[config.mk]
export PLATFORM = sky130hd
export DESIGN_NAME = backplane_bus_if
export DESIGN_NICKNAME = d
export VERILOG_FILES = /design/src/rtl/backplane_bus_pkg.sv /design/src/rtl/pin_synchronizer.sv /design/src/rtl/two_entry_buffer.sv /design/src/rtl/backplane_bus_if.sv
export SDC_FILE = /design/constraint.sdc
export NUM_CORES = 1
export LEC_CHECK = 0
export BUFFER_PORTS_ARGS = -buffer_cell sky130_fd_sc_hd__buf_2
export CAP_MARGIN = 20
export CORE_MARGIN = 2
export CORE_UTILIZATION = 46
export DETAILED_ROUTE_END_ITERATION = 12
export PLACE_DENSITY = 0.82
export SLEW_MARGIN = 20
export SYNTH_ARGS = -nofsm -noshare
export SYNTH_HDL_FRONTEND = slang
export SYNTH_SLANG_ARGS = --single-unit
[constraint.sdc]
create_clock -name i_clock -period 1.9 [get_ports i_clock]
set_input_delay 0.095 -clock i_clock [delete_from_list [all_inputs] [get_ports i_clock]]
set_output_delay 0.095 -clock i_clock [all_outputs]
set_load 0.01 [all_outputs]
[src/rtl/backplane_bus_pkg.sv]
// shared constants, types and reset values for the backplane bus interface
package backplane_bus_pkg;

  // system clock
  localparam int unsigned CLOCK_HZ = 25_000_000;
  localparam int unsigned CLOCK_PERIOD_NS = 40;

  // bus widths
  localparam int unsigned DATA_W = 8;
  localparam int unsigned ADDR_W = 16;

  // depth of the read-data buffer
  localparam int unsigned RBUF_DEPTH = 2;

  // read/write line levels
  localparam logic RW_READ = 1'b1;
  localparam logic RW_WRITE = 1'b0;

  // levels held on the unused backplane lines
  localparam logic LAST_CYCLE_IDLE = 1'b0;
  localparam logic STANDBY_IDLE = 1'b0;
  localparam logic POWER_FAIL_IDLE = 1'b1;
  localparam logic PARITY_ERROR_IDLE = 1'b1;

  // four system clocks make one bus cycle; q high in 1..2, enable high in 2..3
  typedef enum logic [1:0]
  {
    PH_0 = 2'b00,
    PH_1 = 2'b01,
    PH_2 = 2'b10,
    PH_3 = 2'b11
  } bus_phase_t;

  // processor state code, bit 1 is bus available, bit 0 is bus status
  typedef enum logic [1:0]
  {
    ST_RUN = 2'b00,
    ST_IACK = 2'b01,
    ST_SACK = 2'b10,
    ST_HALT = 2'b11
  } proc_state_t;

  // one bus request from the core
  typedef struct packed
  {
    logic [ADDR_W-1:0] addr;
    logic rw;
    logic [DATA_W-1:0] wdata;
  } bus_cmd_t;

  // pin inputs after synchronisation
  typedef struct packed
  {
    logic bus_req_n;
    logic irq_n;
    logic fast_interrupt_request_n_n;
    logic [DATA_W-1:0] data;
  } pin_in_t;

  localparam pin_in_t PIN_IN_RESET = '{bus_req_n: 1'b1, irq_n: 1'b1, fast_interrupt_request_n_n: 1'b1,
                                       data: 8'h00};

  // complete state of the bus interface
  typedef struct packed
  {
    bus_phase_t phase;
    logic e;
    logic q;
    logic valid_address_qualifier;
    logic rw;
    logic [ADDR_W-1:0] addr;
    logic [DATA_W-1:0] wdata;
    logic data_oe;
    logic granted;
    logic rd_pend;
    logic irq_latched;
    logic irq_take;
    logic fast_interrupt_request_n_take;
    proc_state_t proc_state;
  } bif_state_t;

  localparam bif_state_t BIF_RESET = '{phase: PH_0, e: 1'b0, q: 1'b0, valid_address_qualifier: 1'b0,
                                       rw: RW_READ, addr: 16'h0000, wdata: 8'h00,
                                       data_oe: 1'b0, granted: 1'b0, rd_pend: 1'b0,
                                       irq_latched: 1'b0, irq_take: 1'b0,
                                       fast_interrupt_request_n_take: 1'b0, proc_state: ST_RUN};

endpackage : backplane_bus_pkg

[src/rtl/pin_synchronizer.sv]
// two-flop synchroniser for a group of pin inputs
`timescale 1ns/100ps
`default_nettype none

module pin_synchronizer #(
  parameter int unsigned WIDTH = 1,
  parameter logic [WIDTH-1:0] RESET_VAL = '0
) (
  // clock and reset
  input wire logic i_clock,
  input wire logic i_nrst,
  // pins and synchronised copy
  input wire logic [WIDTH-1:0] i_async,
  output logic [WIDTH-1:0] o_sync
);

  typedef struct packed
  {
    logic [WIDTH-1:0] meta;
    logic [WIDTH-1:0] stable;
  } sync_state_t;

  sync_state_t sync_r;
  sync_state_t sync_nxt;

  always_comb
  begin
    sync_nxt.meta = i_async;
    sync_nxt.stable = sync_r.meta;
  end

  always_ff @(posedge i_clock)
  begin
    if (!i_nrst)
    begin
      sync_r <= {RESET_VAL, RESET_VAL};
    end
    else
    begin
      sync_r <= sync_nxt;
    end
  end

  assign o_sync = sync_r.stable;

endmodule : pin_synchronizer

`default_nettype wire

[src/rtl/two_entry_buffer.sv]
// two-entry valid/ready buffer
`timescale 1ns/100ps
`default_nettype none

module two_entry_buffer #(
  parameter int unsigned WIDTH = 8
) (
  // clock and reset
  input wire logic i_clock,
  input wire logic i_nrst,
  // fill side
  input wire logic i_in_valid,
  input wire logic [WIDTH-1:0] i_in_data,
  output logic o_in_ready,
  // drain side
  output logic o_out_valid,
  output logic [WIDTH-1:0] o_out_data,
  input wire logic i_out_ready,
  // fill level
  output logic o_empty,
  output logic o_full
);

  typedef struct packed
  {
    logic [WIDTH-1:0] slot1;
    logic [WIDTH-1:0] slot0;
    logic wr_ptr;
    logic rd_ptr;
    logic [1:0] count;
  } buf_state_t;

  localparam logic [1:0] COUNT_FULL = 2'h2;

  buf_state_t buf_r;
  buf_state_t buf_nxt;
  logic push;
  logic pop;

  assign o_full = (buf_r.count == COUNT_FULL);
  assign o_empty = (buf_r.count == 2'h0);
  assign o_in_ready = !o_full;
  assign o_out_valid = !o_empty;
  assign o_out_data = buf_r.rd_ptr ? buf_r.slot1 : buf_r.slot0;
  assign push = i_in_valid && o_in_ready;
  assign pop = o_out_valid && i_out_ready;

  always_comb
  begin
    buf_nxt = buf_r;
    if (push)
    begin
      if (buf_r.wr_ptr)
      begin
        buf_nxt.slot1 = i_in_data;
      end
      else
      begin
        buf_nxt.slot0 = i_in_data;
      end
      buf_nxt.wr_ptr = !buf_r.wr_ptr;
    end
    if (pop)
    begin
      buf_nxt.rd_ptr = !buf_r.rd_ptr;
    end
    case ({push, pop})
      2'b10: buf_nxt.count = buf_r.count + 2'h1;
      2'b01: buf_nxt.count = buf_r.count - 2'h1;
      default: buf_nxt.count = buf_r.count;
    endcase
  end

  always_ff @(posedge i_clock)
  begin
    if (!i_nrst)
    begin
      buf_r <= '0;
    end
    else
    begin
      buf_r <= buf_nxt;
    end
  end

endmodule : two_entry_buffer

`default_nettype wire

[src/rtl/backplane_bus_if.sv]
// processor-module side of the backplane bus: clocks, cycles, release, interrupts
`timescale 1ns/100ps
`default_nettype none

module backplane_bus_if
  import backplane_bus_pkg::*;
(
  // clock and reset
  input wire logic i_clock,
  input wire logic i_nrst,

  // core command port
  input wire logic i_cmd_valid,
  input wire backplane_bus_pkg::bus_cmd_t i_cmd,
  output logic o_cmd_ready,

  // core read data port
  output logic o_rdata_valid,
  output logic [backplane_bus_pkg::DATA_W-1:0] o_rdata,
  input wire logic i_rdata_ready,

  // core status and interrupt handshake
  input wire backplane_bus_pkg::proc_state_t i_core_state,
  input wire logic i_instr_done,
  input wire logic i_irq_mask,
  input wire logic i_fast_interrupt_request_n_mask,
  output logic o_irq_take,
  output logic o_fast_interrupt_request_n_take,
  output logic o_bus_released,

  // bus clocks
  output logic o_bus_enable_clock,
  output logic o_quadrature_clock,
  output logic o_free_running_memory_clock,

  // address and control pins
  output logic o_valid_address_qualifier,
  output logic [backplane_bus_pkg::ADDR_W-1:0] o_address,
  output logic o_address_oe,
  output logic o_read_write,
  output logic o_read_write_oe,

  // shared data lines
  input wire logic [backplane_bus_pkg::DATA_W-1:0] i_data_line,
  output logic [backplane_bus_pkg::DATA_W-1:0] o_data_line,
  output logic o_data_line_oe,

  // bus arbitration and state
  input wire logic i_external_bus_request_n,
  output logic o_bus_grant_out,
  output logic [1:0] o_processor_state_bit,

  // interrupt request pins
  input wire logic i_fast_interrupt_request_n,
  input wire logic i_interrupt_request_n,

  // unused backplane lines
  output logic o_last_cycle_marker,
  output logic o_standby_line,
  output logic o_power_fail_line,
  output logic o_parity_error_line
);

  import backplane_bus_pkg::*;

  bif_state_t s_r;
  bif_state_t s_nxt;
  pin_in_t pins_raw;
  pin_in_t pins;

  logic buf_in_valid;
  logic buf_in_ready;
  logic buf_empty;
  logic read_in_flight;
  logic cmd_take;

  // every asynchronous pin passes two flops first
  assign pins_raw.bus_req_n = i_external_bus_request_n;
  assign pins_raw.irq_n = i_interrupt_request_n;
  assign pins_raw.fast_interrupt_request_n_n = i_fast_interrupt_request_n;
  assign pins_raw.data = i_data_line;

  pin_synchronizer #(
    .WIDTH($bits(pin_in_t)),
    .RESET_VAL(PIN_IN_RESET)
  ) u_pin_sync (
    .i_clock(i_clock),
    .i_nrst(i_nrst),
    .i_async(pins_raw),
    .o_sync(pins)
  );

  // read data is pushed two clocks after enable falls, once sync has settled
  assign buf_in_valid = s_r.rd_pend && (s_r.phase == PH_1);

  two_entry_buffer #(
    .WIDTH(DATA_W)
  ) u_read_buffer (
    .i_clock(i_clock),
    .i_nrst(i_nrst),
    .i_in_valid(buf_in_valid),
    .i_in_data(pins.data),
    .o_in_ready(buf_in_ready),
    .o_out_valid(o_rdata_valid),
    .o_out_data(o_rdata),
    .i_out_ready(i_rdata_ready),
    .o_empty(buf_empty),
    .o_full()
  );

  // a read now on the bus still needs a slot, so a new read must see room for two
  assign read_in_flight = s_r.valid_address_qualifier && (s_r.rw == RW_READ) && !s_r.granted;

  // commands start only at a cycle boundary and never while released
  always_comb
  begin
    o_cmd_ready = 1'b0;
    // one command per bus cycle, so refuse at every other phase
    if (s_r.phase == PH_3)
    begin
      if (!s_r.granted && pins.bus_req_n)
      begin
        o_cmd_ready = buf_in_ready && (!read_in_flight || buf_empty);
      end
    end
  end

  assign cmd_take = i_cmd_valid && o_cmd_ready;

  always_comb
  begin
    s_nxt = s_r;

    // release follows the synchronised request level
    if (!pins.bus_req_n)
    begin
      s_nxt.granted = 1'b1;
    end
    else
    begin
      s_nxt.granted = 1'b0;
    end

    // phase counter never stops, so the clocks run ungated
    // q leads e by one system clock
    case (s_r.phase)
      PH_0:
      begin
        s_nxt.phase = PH_1;
        s_nxt.q = 1'b1;
        s_nxt.e = 1'b0;
      end
      PH_1:
      begin
        s_nxt.phase = PH_2;
        s_nxt.q = 1'b1;
        s_nxt.e = 1'b1;
      end
      PH_2:
      begin
        s_nxt.phase = PH_3;
        s_nxt.q = 1'b0;
        s_nxt.e = 1'b1;
      end
      PH_3:
      begin
        s_nxt.phase = PH_0;
        s_nxt.q = 1'b0;
        s_nxt.e = 1'b0;
      end
      default:
      begin
        s_nxt.phase = PH_0;
        s_nxt.q = 1'b0;
        s_nxt.e = 1'b0;
      end
    endcase

    // cycle boundary: load the next bus cycle
    s_nxt.irq_take = 1'b0;
    if (s_r.phase == PH_3)
    begin
      if (cmd_take)
      begin
        s_nxt.addr = i_cmd.addr;
        s_nxt.rw = i_cmd.rw;
        s_nxt.wdata = i_cmd.wdata;
        s_nxt.valid_address_qualifier = 1'b1;
      end
      else
      begin
        s_nxt.valid_address_qualifier = 1'b0;
        s_nxt.rw = RW_READ;
      end
      // selected module drove data during enable; capture it
      s_nxt.rd_pend = read_in_flight;
      // request latched during q acts in the following cycle
      if (s_r.irq_latched && !i_irq_mask)
      begin
        s_nxt.irq_take = 1'b1;
      end
    end

    // the captured byte has gone into the buffer
    if (buf_in_valid)
    begin
      s_nxt.rd_pend = 1'b0;
    end

    // interrupt level sampled each cycle while q is high
    if (s_r.q)
    begin
      s_nxt.irq_latched = !pins.irq_n;
    end

    // a released bus carries no valid address
    // a cycle cut by a release is dropped, not repeated
    if (s_nxt.granted)
    begin
      s_nxt.valid_address_qualifier = 1'b0;
    end

    // write data only in the enable-high half of a write cycle
    s_nxt.data_oe = 1'b0;
    if (s_nxt.valid_address_qualifier && (s_nxt.rw == RW_WRITE) && !s_nxt.granted)
    begin
      s_nxt.data_oe = s_nxt.e;
    end

    // fast interrupt follows the level, checked at instruction end
    s_nxt.fast_interrupt_request_n_take = 1'b0;
    if (i_instr_done && !i_fast_interrupt_request_n_mask)
    begin
      s_nxt.fast_interrupt_request_n_take = !pins.fast_interrupt_request_n_n;
    end

    // release overrides the core's state code
    if (s_nxt.granted)
    begin
      s_nxt.proc_state = ST_HALT;
    end
    else
    begin
      s_nxt.proc_state = i_core_state;
    end
  end

  always_ff @(posedge i_clock)
  begin
    if (!i_nrst)
    begin
      s_r <= BIF_RESET;
    end
    else
    begin
      s_r <= s_nxt;
    end
  end

  // clocks
  assign o_bus_enable_clock = s_r.e;
  assign o_quadrature_clock = s_r.q;
  assign o_free_running_memory_clock = s_r.e;

  // address, control and data
  assign o_valid_address_qualifier = s_r.valid_address_qualifier;
  assign o_address = s_r.addr;
  assign o_address_oe = !s_r.granted;
  assign o_read_write = s_r.rw;
  assign o_read_write_oe = !s_r.granted;
  assign o_data_line = s_r.wdata;
  assign o_data_line_oe = s_r.data_oe;

  // arbitration and state
  assign o_bus_grant_out = s_r.granted;
  assign o_bus_released = s_r.granted;
  assign o_processor_state_bit = s_r.proc_state;

  // core interrupt handshake
  assign o_irq_take = s_r.irq_take;
  assign o_fast_interrupt_request_n_take = s_r.fast_interrupt_request_n_take;

  // unused lines held at their idle levels
  assign o_last_cycle_marker = LAST_CYCLE_IDLE;
  assign o_standby_line = STANDBY_IDLE;
  assign o_power_fail_line = POWER_FAIL_IDLE;
  assign o_parity_error_line = PARITY_ERROR_IDLE;

endmodule : backplane_bus_if

`default_nettype wire

== After elaboration in Yosys (flattened, before gate mapping) ==
Cells that the tools add are included.

* $add $sub $neg: 2
* Reductions and logical operators: 33
* Bitwise operators: 3
* Multiplexer cells: 12
* Eq/ne operators: 6

{| class="wikitable"
|+ Operators with widths
! kind !! count
|-
| 26-bit 2-to-1 mux || 1
|-
| 24-bit 2-to-1 mux || 1
|-
| 4-bit case mux with 4 select lines || 1
|-
| 1-bit logical AND || 12
|-
| 2-bit AND reduction || 6
|-
| 1-bit zero test || 10
|-
| 2-bit == test (second input constant) || 4
|-
| 8-bit 2-to-1 mux || 1
|-
| 1-bit 2-to-1 mux || 5
|-
| 2-bit by 1-bit == test with 1-bit output (second input constant) || 2
|-
| 2-bit zero test || 2
|-
| 2-bit 2-to-1 mux || 2
|-
| 2-bit case mux with 2 select lines || 1
|-
| 1-bit inverter || 3
|-
| 2-bit by 1-bit adder with 2-bit output (second input constant) || 1
|-
| 2-bit nonzero test || 1
|-
| 2-bit OR reduction || 1
|-
| 2-bit by 1-bit subtractor with 2-bit output (second input constant) || 1
|-
| 1-bit logical OR || 1
|}

* Input bits: 45
* Logic and storage cells: 77
* Register bits after elaboration: 80
* Output and inout bits: 52

== Logic depth before layout (Yosys ltp) ==
* Depth after elaboration: 14
* Depth in mapped cells: 10
* Depth with buffers taken out: 8

== Cells and area by module ==
From an unflattened synthesis, not the netlist that was laid out.

* Cells, all modules: 332
* Area total of the unflattened synthesis: 3268.1 µm²

{| class="wikitable"
|+ By module, submodules not included
! module !! area an instance (µm²) !! times used !! seq. area each (µm²) !! cells an instance
|-
| backplane_bus_if || 1764.2 || 1 || 740.7 || 192
|-
| two_entry_buffer || 910.9 || 1 || 400.4 || 94
|-
| pin_synchronizer || 593.1 || 1 || 440.4 || 46
|}

== Least setup slack after synthesis ==
OpenSTA, ideal clock, no wires.

* Kind: register -> register
* Start point: register s_r[37] in the netlist's numbering
* End point: register u_read_buffer.buf_r[1] in the netlist's numbering
* Library setup time: 0.071 ns
* Buffers on the path: 2
* Arrival time: 2.035 ns
* Clock period less this slack: 2.105 ns
* Stages on the path, launching flop included: 10
* Data required time: 1.829 ns
* Slack: -0.205 ns
* Cell sequence: dfxtp_1 inv_1 ha_1 and2_1 buf_2 clkbuf_1 nand2_1 ha_1 or3_1 a21oi_1

* Longest elaborated chain between the ends: 5
* Elaborated cells on any way between the ends: 7
* Classes of those cells: 3 x eq/ne; 1 x mux; 3 x reduce/logical

{| class="wikitable"
|+ RTL lines
! element !! RTL line !! source
|-
| from (decl) || backplane_bus_if.sv:66 || <nowiki>bif_state_t s_r;</nowiki>
|-
| from (signal assigned) || backplane_bus_if.sv:256 || <nowiki>s_r <= s_nxt;</nowiki>
|-
| 2-bit by 1-bit == test with 1-bit output (*) || backplane_bus_if.sv:94 || <nowiki>assign buf_in_valid = s_r.rd_pend && (s_r.phase == PH_1);</nowiki>
|-
| 1-bit logical AND (*) || backplane_bus_if.sv:94 ||
|-
| 1-bit logical AND (*) || two_entry_buffer.sv:45 || <nowiki>assign push = i_in_valid && o_in_ready;</nowiki>
|-
| 2-bit by 1-bit == test with 1-bit output or 2-bit == test (tied branches) || two_entry_buffer.sv:67 || <nowiki>case ({push, pop})</nowiki>
|-
| 2-bit case mux with 2 select lines or 2-bit nonzero test (tied branches) || -- ||
|-
| to (signal assigned) || two_entry_buffer.sv:82 || <nowiki>buf_r <= buf_nxt;</nowiki>
|-
| to (decl) || two_entry_buffer.sv:35 || <nowiki>buf_state_t buf_r;</nowiki>
|}

Every way passes the cells marked *; elsewhere a longest branch is shown, timed or not.
A chain may end at the register's enable or synchronous reset.

== Final worst setup path ==
Ends and elaborated chain as after synthesis.

==> reports/metrics.yaml <==
outcome: "completed"
io_buffers: 92
ys_ff_latch: 79
maxCapViolCount: 0
cp-start-kind: "flip-flop"
max_slew_margin: 0.603
setup_viol: 0
routed_wl_mm: 7.17
wire_per_inst_um: 13.2
cts_resized: 0
p_sw_frac: 0.259
fin_crit_ns: 1.72
rows: 30
cts_setup_buffers: 0
internal_power_mw: 2.57
synth_area_leaders: "dfxtp_1, buf_4, mux2i_1, nand2_1, o31ai_1"
detailed_place_hpwl_mm: 4.50
worstSetupPathType: "flip-flop to flip-flop"
cts_tree: "done"
fin_util: 0.606
antenna_found_initial: 0
cts.reportedPaths.clkPinSlew_ns: 0.08
p_comb_frac: 0.132
power_leakage_nw: 1.81
tns_ns: 0
die_h_um: 88.9
worst-slew-pin-transition_ns: 0.594
synth_top_cell_area_share: 0.477
synth-edff-count: 0
remaining_drc_errors: 0
crit_path_max_fanout: 5
p_clk_frac: 0.350
io_pins: 97
overflow: 0
grt_max_degree: 35
min_path_type: "primary input to flip-flop"
p_switching_mw: 0.897
clockBufferDepth: 2
die_area_mm2: 0.00790
p_per_area_mw_per_mm2: 833
sequentialPowerShare: 0.518
grt_pass1_wl_mm: 11.6
yosysTopAreaCell: "dfxtp_1"
clkLatencyLatePin_ns: 0.35
synth.distinct_cells: 37
setup_ws_ns: 0.177
area_growth_pct: 25.5
viasPerCell: 4.87
hold_viol: 0
cts-htree-levels: 3
die_w_um: 88.9
grt_pass1_vias: 2527
numCtsBuffers: 9
n_antenna_cell: 0
critical_path_required_ns: 2.18
async_flop_share: 0
place.gp.congestion: 0.713
period_share: 0.907
power_mw: 3.47
via_count: 2636
yosysSeqAreaShare: 0.477
endpoint_kind: "flip-flop"
nets: 490
clock_skew_ns: 0.00957
syn_area_mm2: 0.00332
syn_inst: 346
place_ws_ns: 0.187
dpl-instance-area_mm2: 0.00359
ys.flop_type: "dfxtp_1"
drt_iter0_drc: 68
cts-root-buf: "clkbuf_8"
synth_area_per_cell_um2: 9.58
finalInstanceArea_mm2: 0.00416
yosysWarningCount: 0
ant_nets: 0
drive_gt1_frac: 0.274
crit_arrival_ns: 2.00
slew_viol_final: 0
drt_pre_antenna_iters: 6
ir_drop_uv: 412
coreArea_mm2: 0.00687
cts.sinks: 79
rsz0062_at_grt: "no"
fmax_mhz: 580
track_usage: 0.190
initial_core_util: 0.483
[cell type report]
| cell class | count | area, um2 |
|---|---|---|
| fill | 582 | 2710 |
| sequential | 79 | 1590 |
| multi-input combinational | 205 | 1330 |
| timing repair buffer | 138 | 913 |
| clock buffer | 10 | 128 |
| tap | 96 | 120 |
| clock inverter | 6 | 61.3 |
| inverter | 7 | 26.3 |
[worst paths after layout]
check / start / endpoint / slack (ns) / cells after the start
max reg2reg: s_r[37] / u_read_buffer.buf_r[1] / 0.18 / 7
max: s_r[37] / u_read_buffer.buf_r[1] / 0.18 / 7
min reg2reg: u_pin_sync.o_sync[8] / o_fast_interrupt_request_n_take / 0.39 / 1
min: i_instr_done / o_fast_interrupt_request_n_take / 0.02 / 2
[synthesized netlist by cell type (all sizes together) (4+ instances only)]
library cell,count
mux2,8
o31ai,16
ha,5
clkbuf,14
nor2,9
inv,7
dfxtp,79
mux2i,24
nand2b,7
o21ai,4
a21oi,20
and2,19
nand2,51
buf,43
nand4,16
[cell usage in the layout (no fill, tap or decap), types with 8 or more instances in the layout]
cell type       n
buf_2          92
dfxtp_1        78
nand2_1        51
dlygate4sd3_1  38
mux2i_1        24
a21oi_1        20
and2_1         19
nand4_1        16
o31ai_1        16
nor2_1          9
clkbuf_8        9
mux2_1          8
[layer usage]
metal | track usage | vias to the layer above | part of all wire
met5 | 0 | - | 0
met4 | 0.0785 | 0 | 0.018
met3 | 0.0536 | 11 | 0.069
met2 | 0.309 | 92 | 0.48
met1 | 0.237 | 1219 | 0.43
li1 | - | 1314 | -
[sequential cells by signal, summed over array words and instances, names as in the netlist]
signal                           flops
o_address                           16
o_bus_grant_out                      1
o_data_line                          8
o_data_line_oe                       1
o_fast_interrupt_request_n_take      1
o_irq_take                           1
o_processor_state_bit                2
o_quadrature_clock                   1
o_read_write                         1
o_valid_address_qualifier            1
s_r                                  4
u_pin_sync.o_sync                   11
u_pin_sync.sync_nxt                 11
u_read_buffer.buf_r                 20
[stage by stage]
step / hold slack, ns / instances
after floorplan: 0.172 / 348
after global placement: 0.265 / 487
after detailed placement: 0.261 / 487
after CTS: 0.00542 / 541
after global routing: 0.0104 / 541
final: 0.0209 / 541
[what timing repair did]
item | in CTS | in global routing
setup endpoints to repair | 0 | 0
hold endpoints to repair | 38 | 0
hold buffers | 38 | 0
[cell families after synthesis]
kind of cell    after synthesis  synth area share
simple gates                116             0.183
flops                        79             0.477
buf+inv                      64             0.126
compound gates               45            0.0853
mux                          32            0.0996
fa+ha+maj                     5            0.0189
xor+xnor                      3           0.00793
other cells                   2           0.00226
[worst max-delay path, stage by stage, from the launching register on]
cell     delay, ns
dfxtp_4       0.36
inv_1         0.08
ha_2          0.19
and2_1        0.14
nand2_1       0.06
ha_1          0.30
or3_1         0.38
a21oi_1       0.15
[power groups by stage]
stage / Sequential, mW / Combinational, mW / Clock, mW
floorplan: 1.82 / 0.306 / 0
global placement: 1.83 / 0.384 / 0
detailed placement: 1.83 / 0.398 / 0
CTS: 1.79 / 0.459 / 1.24
global route: 1.81 / 0.512 / 1.31
finish: 1.79 / 0.458 / 1.21
Power figures use the tool's default switching activity.
